$ cat src/design/afe_irq_mid_defines.svh
// Offsets, field positions, reset values and widths for the status-flag slice
`ifndef AFE_IRQ_MID_DEFINES_SVH
`define AFE_IRQ_MID_DEFINES_SVH

`define ADDR_STATUS          4'h0
`define ADDR_CLEAR           4'h1
`define ADDR_CHANGE_THRESH   4'h2
`define ADDR_UPPER_LIMIT     4'h3
`define ADDR_TRIGGER         4'h4

`define BIT_BOOT_DONE        13
`define BIT_USER_EVENT3      12
`define BIT_USER_EVENT0      9
`define BIT_MEAN             7
`define BIT_CHANGE_FAIL      6
`define BIT_UPPER_FAIL       5

`define CHANGE_THRESH_RST    16'h0000
`define UPPER_LIMIT_RST      16'hFFFF
`define RESULT_W             16

`endif

$ cat src/design/afe_irq_mid_pkg.sv
// Types shared by the status-flag slice
package afe_irq_mid_pkg;
    typedef struct packed {
        logic        boot_load_done_flag;
        logic [3:0]  user_event_flag;
        logic        mean_result_flag;
        logic        result_change_fail_flag;
        logic        result_upper_fail_flag;
    } flag_set_t;

    typedef struct packed {
        logic        valid;
        logic [15:0] data;
    } adc_result_t;
endpackage

$ cat src/design/afe_irq_status_flags_mid.sv
// Middle slice of the front-end interrupt status word, with limit checks
`timescale 1ns/1ps
`include "afe_irq_mid_defines.svh"

module afe_irq_status_flags_mid
    import afe_irq_mid_pkg::*;
#(
    parameter int RW = `RESULT_W
) (
    input  wire logic              core_clk,
    input  wire logic              nrst,
    input  wire logic [3:0]        addr,
    input  wire logic [31:0]       wdata,
    input  wire logic              wr_en,
    input  wire logic              rd_en,
    output logic [31:0]            rdata,
    input  wire adc_result_t       adc_result,
    input  wire logic              boot_done_evt,
    input  wire logic              mean_evt,
    input  wire logic              seq_wr_en,
    input  wire logic [3:0]        seq_wdata,
    output flag_set_t              flags
);

    flag_set_t        flags_nxt;
    logic [RW-1:0]    change_thresh_r, change_thresh_nxt;
    logic [RW-1:0]    upper_limit_r,   upper_limit_nxt;
    logic [RW-1:0]    prev_result_r,   prev_result_nxt;
    logic             prev_valid_r,    prev_valid_nxt;
    logic [31:0]      rdata_nxt;
    logic [13:5]      status_word;
    logic             change_hit;
    logic             upper_hit;
    logic [3:0]       user_set;
    flag_set_t        clr;

    function automatic logic [RW-1:0] abs_diff(input logic [RW-1:0] a, input logic [RW-1:0] b);
        abs_diff = (a > b) ? (a - b) : (b - a);
    endfunction

    function automatic logic [13:5] pack_status(input flag_set_t f);
        pack_status = {f.boot_load_done_flag, f.user_event_flag, 1'b0, f.mean_result_flag,
                       f.result_change_fail_flag, f.result_upper_fail_flag};
    endfunction

    always_comb begin
        status_word = pack_status(flags);
        change_hit  = adc_result.valid && prev_valid_r
                      && (abs_diff(adc_result.data[RW-1:0], prev_result_r) > change_thresh_r);
        upper_hit   = adc_result.valid && (adc_result.data[RW-1:0] > upper_limit_r);
        user_set    = seq_wr_en ? seq_wdata : 4'h0;
        clr         = '0;
        if (wr_en && addr == `ADDR_CLEAR) begin
            clr.boot_load_done_flag     = wdata[`BIT_BOOT_DONE];
            clr.user_event_flag         = wdata[`BIT_USER_EVENT3:`BIT_USER_EVENT0];
            clr.mean_result_flag        = wdata[`BIT_MEAN];
            clr.result_change_fail_flag = wdata[`BIT_CHANGE_FAIL];
            clr.result_upper_fail_flag  = wdata[`BIT_UPPER_FAIL];
        end
        // Set beats a clear arriving in the same cycle
        flags_nxt.boot_load_done_flag     = boot_done_evt
                                            | (flags.boot_load_done_flag & ~clr.boot_load_done_flag);
        flags_nxt.user_event_flag         = user_set | (flags.user_event_flag & ~clr.user_event_flag);
        flags_nxt.mean_result_flag        = mean_evt | (flags.mean_result_flag & ~clr.mean_result_flag);
        flags_nxt.result_change_fail_flag = change_hit
                                            | (flags.result_change_fail_flag & ~clr.result_change_fail_flag);
        flags_nxt.result_upper_fail_flag  = upper_hit
                                            | (flags.result_upper_fail_flag & ~clr.result_upper_fail_flag);
    end

    always_ff @(posedge core_clk or negedge nrst) begin
        if (!nrst) begin
            flags <= '0;
        end else begin
            flags <= flags_nxt;
        end
    end

    // Previous result memory and the two limit registers
    always_comb begin
        prev_valid_nxt    = prev_valid_r | adc_result.valid;
        prev_result_nxt   = adc_result.valid ? adc_result.data[RW-1:0] : prev_result_r;
        change_thresh_nxt = change_thresh_r;
        upper_limit_nxt   = upper_limit_r;
        if (wr_en && addr == `ADDR_CHANGE_THRESH) begin
            change_thresh_nxt = wdata[RW-1:0];
        end
        if (wr_en && addr == `ADDR_UPPER_LIMIT) begin
            upper_limit_nxt = wdata[RW-1:0];
        end
    end

    always_ff @(posedge core_clk or negedge nrst) begin
        if (!nrst) begin
            change_thresh_r <= RW'(`CHANGE_THRESH_RST);
            upper_limit_r   <= RW'(`UPPER_LIMIT_RST);
            prev_result_r   <= '0;
            prev_valid_r    <= 1'b0;
        end else begin
            change_thresh_r <= change_thresh_nxt;
            upper_limit_r   <= upper_limit_nxt;
            prev_result_r   <= prev_result_nxt;
            prev_valid_r    <= prev_valid_nxt;
        end
    end

    // Read port: data stand for one cycle, then fall back to zero
    always_comb begin
        rdata_nxt = 32'h0000_0000;
        if (rd_en) begin
            case (addr)
                `ADDR_STATUS:        rdata_nxt = {18'h0, status_word, 5'h0};
                `ADDR_CHANGE_THRESH: rdata_nxt = {{(32-RW){1'b0}}, change_thresh_r};
                `ADDR_UPPER_LIMIT:   rdata_nxt = {{(32-RW){1'b0}}, upper_limit_r};
                `ADDR_TRIGGER:       rdata_nxt = {28'h0, flags.user_event_flag};
                default:             rdata_nxt = 32'h0000_0000;
            endcase
        end
    end

    always_ff @(posedge core_clk or negedge nrst) begin
        if (!nrst) begin
            rdata <= 32'h0000_0000;
        end else begin
            rdata <= rdata_nxt;
        end
    end
endmodule

$ cat config.mk
export PLATFORM = sky130hd
export DESIGN_NAME = afe_irq_status_flags_mid
export DESIGN_NICKNAME = d
export VERILOG_FILES = /design/src/design/afe_irq_mid_pkg.sv /design/src/design/afe_irq_status_flags_mid.sv
export VERILOG_INCLUDE_DIRS = /design/src /design/src/design
export SDC_FILE = /design/constraint.sdc
export NUM_CORES = 1
export LEC_CHECK = 0
export BUFFER_PORTS_ARGS = -buffer_cell sky130_fd_sc_hd__buf_2
export CAP_MARGIN = 15
export CORE_ASPECT_RATIO = 1.25
export CORE_MARGIN = 1
export CORE_UTILIZATION = 45
export DETAILED_ROUTE_END_ITERATION = 8
export GPL_ROUTABILITY_DRIVEN = 0
export GPL_TIMING_DRIVEN = 0
export PLACE_DENSITY = 0.68
export SYNTH_ARGS = -nofsm -noshare
export SYNTH_HDL_FRONTEND = slang
export SYNTH_SLANG_ARGS = --single-unit
export TNS_END_PERCENT = 1
$ cat constraint.sdc
create_clock -name core_clk -period 3.8 [get_ports core_clk]
set_clock_uncertainty 0.15 [all_clocks]
set_input_delay 0.38 -clock core_clk [delete_from_list [all_inputs] [get_ports core_clk]]
set_output_delay 0.38 -clock core_clk [all_outputs]
set_load 0.02 [all_outputs]
==> out/results.txt <==
status -> finished, violations left
failing checks -> negative setup slack
fmax -> 243 MHz
pin slew with the least headroom to its limit -> 1.00 ns
vias in the first global route -> 4511
half-perimeter wire length after placement -> 10100 um
synth warn -> 0
Worst-path clk slew -> 0.07 ns
largest stage delay on the critical path -> 0.42 ns
Iter 0 DRT Violations -> 246
Slew Limit Headroom -> 0.329
vias per cell -> 5.41
Clock Path Buffers -> 2
gr ovfl total -> 0
largest net degree at the start of global routing -> 74
CTS tree -> yes
WP buf/inv -> 2
Die X -> 98.9 um
first-pass GRT wire length -> 21500 um
worst hold-check path type -> primary input to asynchronous set/reset pin
WS Path Type -> flip-flop to flip-flop
overall die area -> 12200 um2
CTS buffer count -> 9
core area -> 11200 um2
Syn Area/Cell -> 9.54 um2
RSZ-0062 raised after global routing -> true
critical path's top delay family -> compound AO/OA/AOI/OAI gates
Synth area leaders -> dfrtp_1 (27%), ha_1 (15%), dfstp_2 (8.0%)
Initial DRT Pass Iterations -> 7
Layout Nets -> 784
crit path capture type -> flip-flop
initial antenna violation count -> 0
vias -> 4301
final slew viol count -> 0
post-route minimum period -> 4.12 ns
# rows -> 43
GRT Util Overall -> 0.230
area delta synth->final -> 18.5%
share of the core filled with cells -> 0.557
Leak -> 3.21 nW
Mapped Area -> 5280 um2
PD cells -> 469 nW/um2
FF-to-FF setup slack -> -0.32 ns
EDFF count, synth -> 0
CP Data Arrival Time -> 4.21 ns
Netlist cell types -> 54
fin worst setup slack -> -0.323 ns
Primary FF master, synth -> dfrtp_1
area fraction of the dominant cell type after synthesis -> 0.270
I/O Buffers -> 68
MaxCap Viol Count -> 0
ratio of cells with drive above 1 in the final layout -> 0.276
Residual DRC -> 0
CTS sink cnt -> 73
register bit total from synthesis -> 73
Synth area leader -> dfrtp_1
maximum vdd drop -> 0.311 mV
clk_lat worst skew -> 0.34 ns
Critical Path RT -> 3.88 ns
FFs w/ async S/R, synth -> 1.00
Clock Root Buffer -> clkbuf_16
Ports -> 104
Post-Synthesis Cells -> 554
DP Worst Slack -> -0.697 ns
Starting Density -> 0.470
Seq/Total Area, Yosys -> 0.350
CTS H-tree depth -> 3
Critical R2R Launch -> prev_result_r[0]
CP cell instances -> ha_2, inv_1, fa_2, a211o_1, a21oi_2, o211ai_1, a41o_1, o21ai_4, buf_12, mux2i_1, xnor2_1, ha_1, nand4_1, nor2_2, nand2_1, or4_1, a31oi_1, nor2_1
Startpoint Class -> flip-flop
chip height -> 123 um
Finish-stage setup viols -> 1
final hold vios -> 0
total wire length -> 13200 um
CP max stage cell -> or4_1
cts hold-fix bufs -> 0
fin crit share -> 1.09
n_diodes -> 0
Critical Path Fanout Max -> 10
crit path launch -> prev_result_r[0]
Avg WL per Cell -> 16.7 um
antenna-violating nets left -> 0
[final timing paths]
check,endpoint,depth (start not counted)
worst min register to register,prev_valid_r,1
min in group core_clk,flags[7],2
worst max register to register,flags[1],18
max in group asynchronous,prev_result_r[6],1
worst max-delay path,flags[1],18
worst min-delay path,rdata[1],1
[cells in the mapped netlist (7+ instances only)]
cell      number
inv_1         66
ha_1          63
dfrtp_1       57
a21oi_1       38
nand2_1       35
mux2_2        33
nor2_1        32
o21ai_0       30
a21o_1        24
mux2i_1       22
buf_4         17
dfstp_2       16
clkbuf_1      11
nand4_1        8
xnor2_1        8
buf_2          7
nand3_1        7
[repair_timing]
item                                    in CTS  in global routing
gates resized for setup                      5                  2
pin swaps                                    5                  0
buffers inserted                             7                  0
gates cloned                                 0                  0
endpoints found under the hold margin        0                  0
endpoints found under the setup margin       1                  1
[kinds of logic after synthesis]
logic type | synth area share
flip-flops | 0.350
AO/OA/AOI/OAI | 0.165
buffers and inverters | 0.0914
other | 0.000710
AND/OR/NAND/NOR | 0.0983
multiplexers | 0.115
XOR/XNOR | 0.0232
adder cells (fa/ha/maj) | 0.157
[routing by layer]
layer,GRT usage,vias to the layer above,part of all wire
li1,-,2083,-
met5,0,-,0
met1,0.266,2051,0.43
met3,0.0373,32,0.040
met4,0.115,0,0.037
met2,0.411,135,0.50
[where the power goes]
group | leakage [nW] | switching [mW] | internal (mW) | total (mW)
Clock | 0.154 | 0.364 | 0.535 | 0.898
Sequential | 0.862 | 0.0927 | 0.913 | 1.01
Combinational | 2.19 | 0.551 | 0.483 | 1.03
Total | 3.21 | 1.01 | 1.93 | 2.94
[placed cells by master (no fill, tap or decap), types with 5 or more instances in the layout]
master and n:
nand4_1 8, clkbuf_1 11, mux2_2 33, nor2_1 31, a21o_1 24, xnor2_1 7
ha_1 62, clkbuf_16 9, o21ai_0 29, inv_1 66, xor2_1 6, buf_2 74
nand3_1 6, o21bai_1 5, a31oi_1 5, dfrtp_1 57, buf_4 24, o21a_1 6
dfstp_2 16, mux2i_1 20, conb_1 16, nand2_1 35, a21oi_1 37
[state kept, by name, indices dropped and copies added (netlist names)]
name and flops:
change_thresh_r 16, flags 8, prev_result_r 16, prev_valid_r 1, rdata 16, upper_limit_r 16
[final cells by class]
class / instances / area [um2]
Sequential cell: 73 / 1850
Tap cell: 135 / 169
Clock buffer: 10 / 239
Buffer: 39 / 235
Fill cell: 994 / 4980
Clock inverter: 6 / 73.8
Timing Repair Buffer: 75 / 399
Inverter: 66 / 248
Multi-Input combinational cell: 391 / 3050
[metrics by stage]
stage | hold slack (ns) | instance area (um2) | setup TNS, ns | std cells | power (mW)
floorplan | -0.0656 | 5350 | -0.142 | 569 | 1.72
CTS | 0.0609 | 6250 | -0.272 | 795 | 2.94
global placement | 0.306 | 5860 | -0.721 | 772 | 1.94
finish | 0.0234 | 6260 | -0.323 | 795 | 2.94
global route | 0.0675 | 6260 | -0.532 | 795 | 3.12
detailed placement | 0.308 | 5860 | -0.697 | 772 | 1.99
No activity file was read; power rests on OpenSTA's default activity.
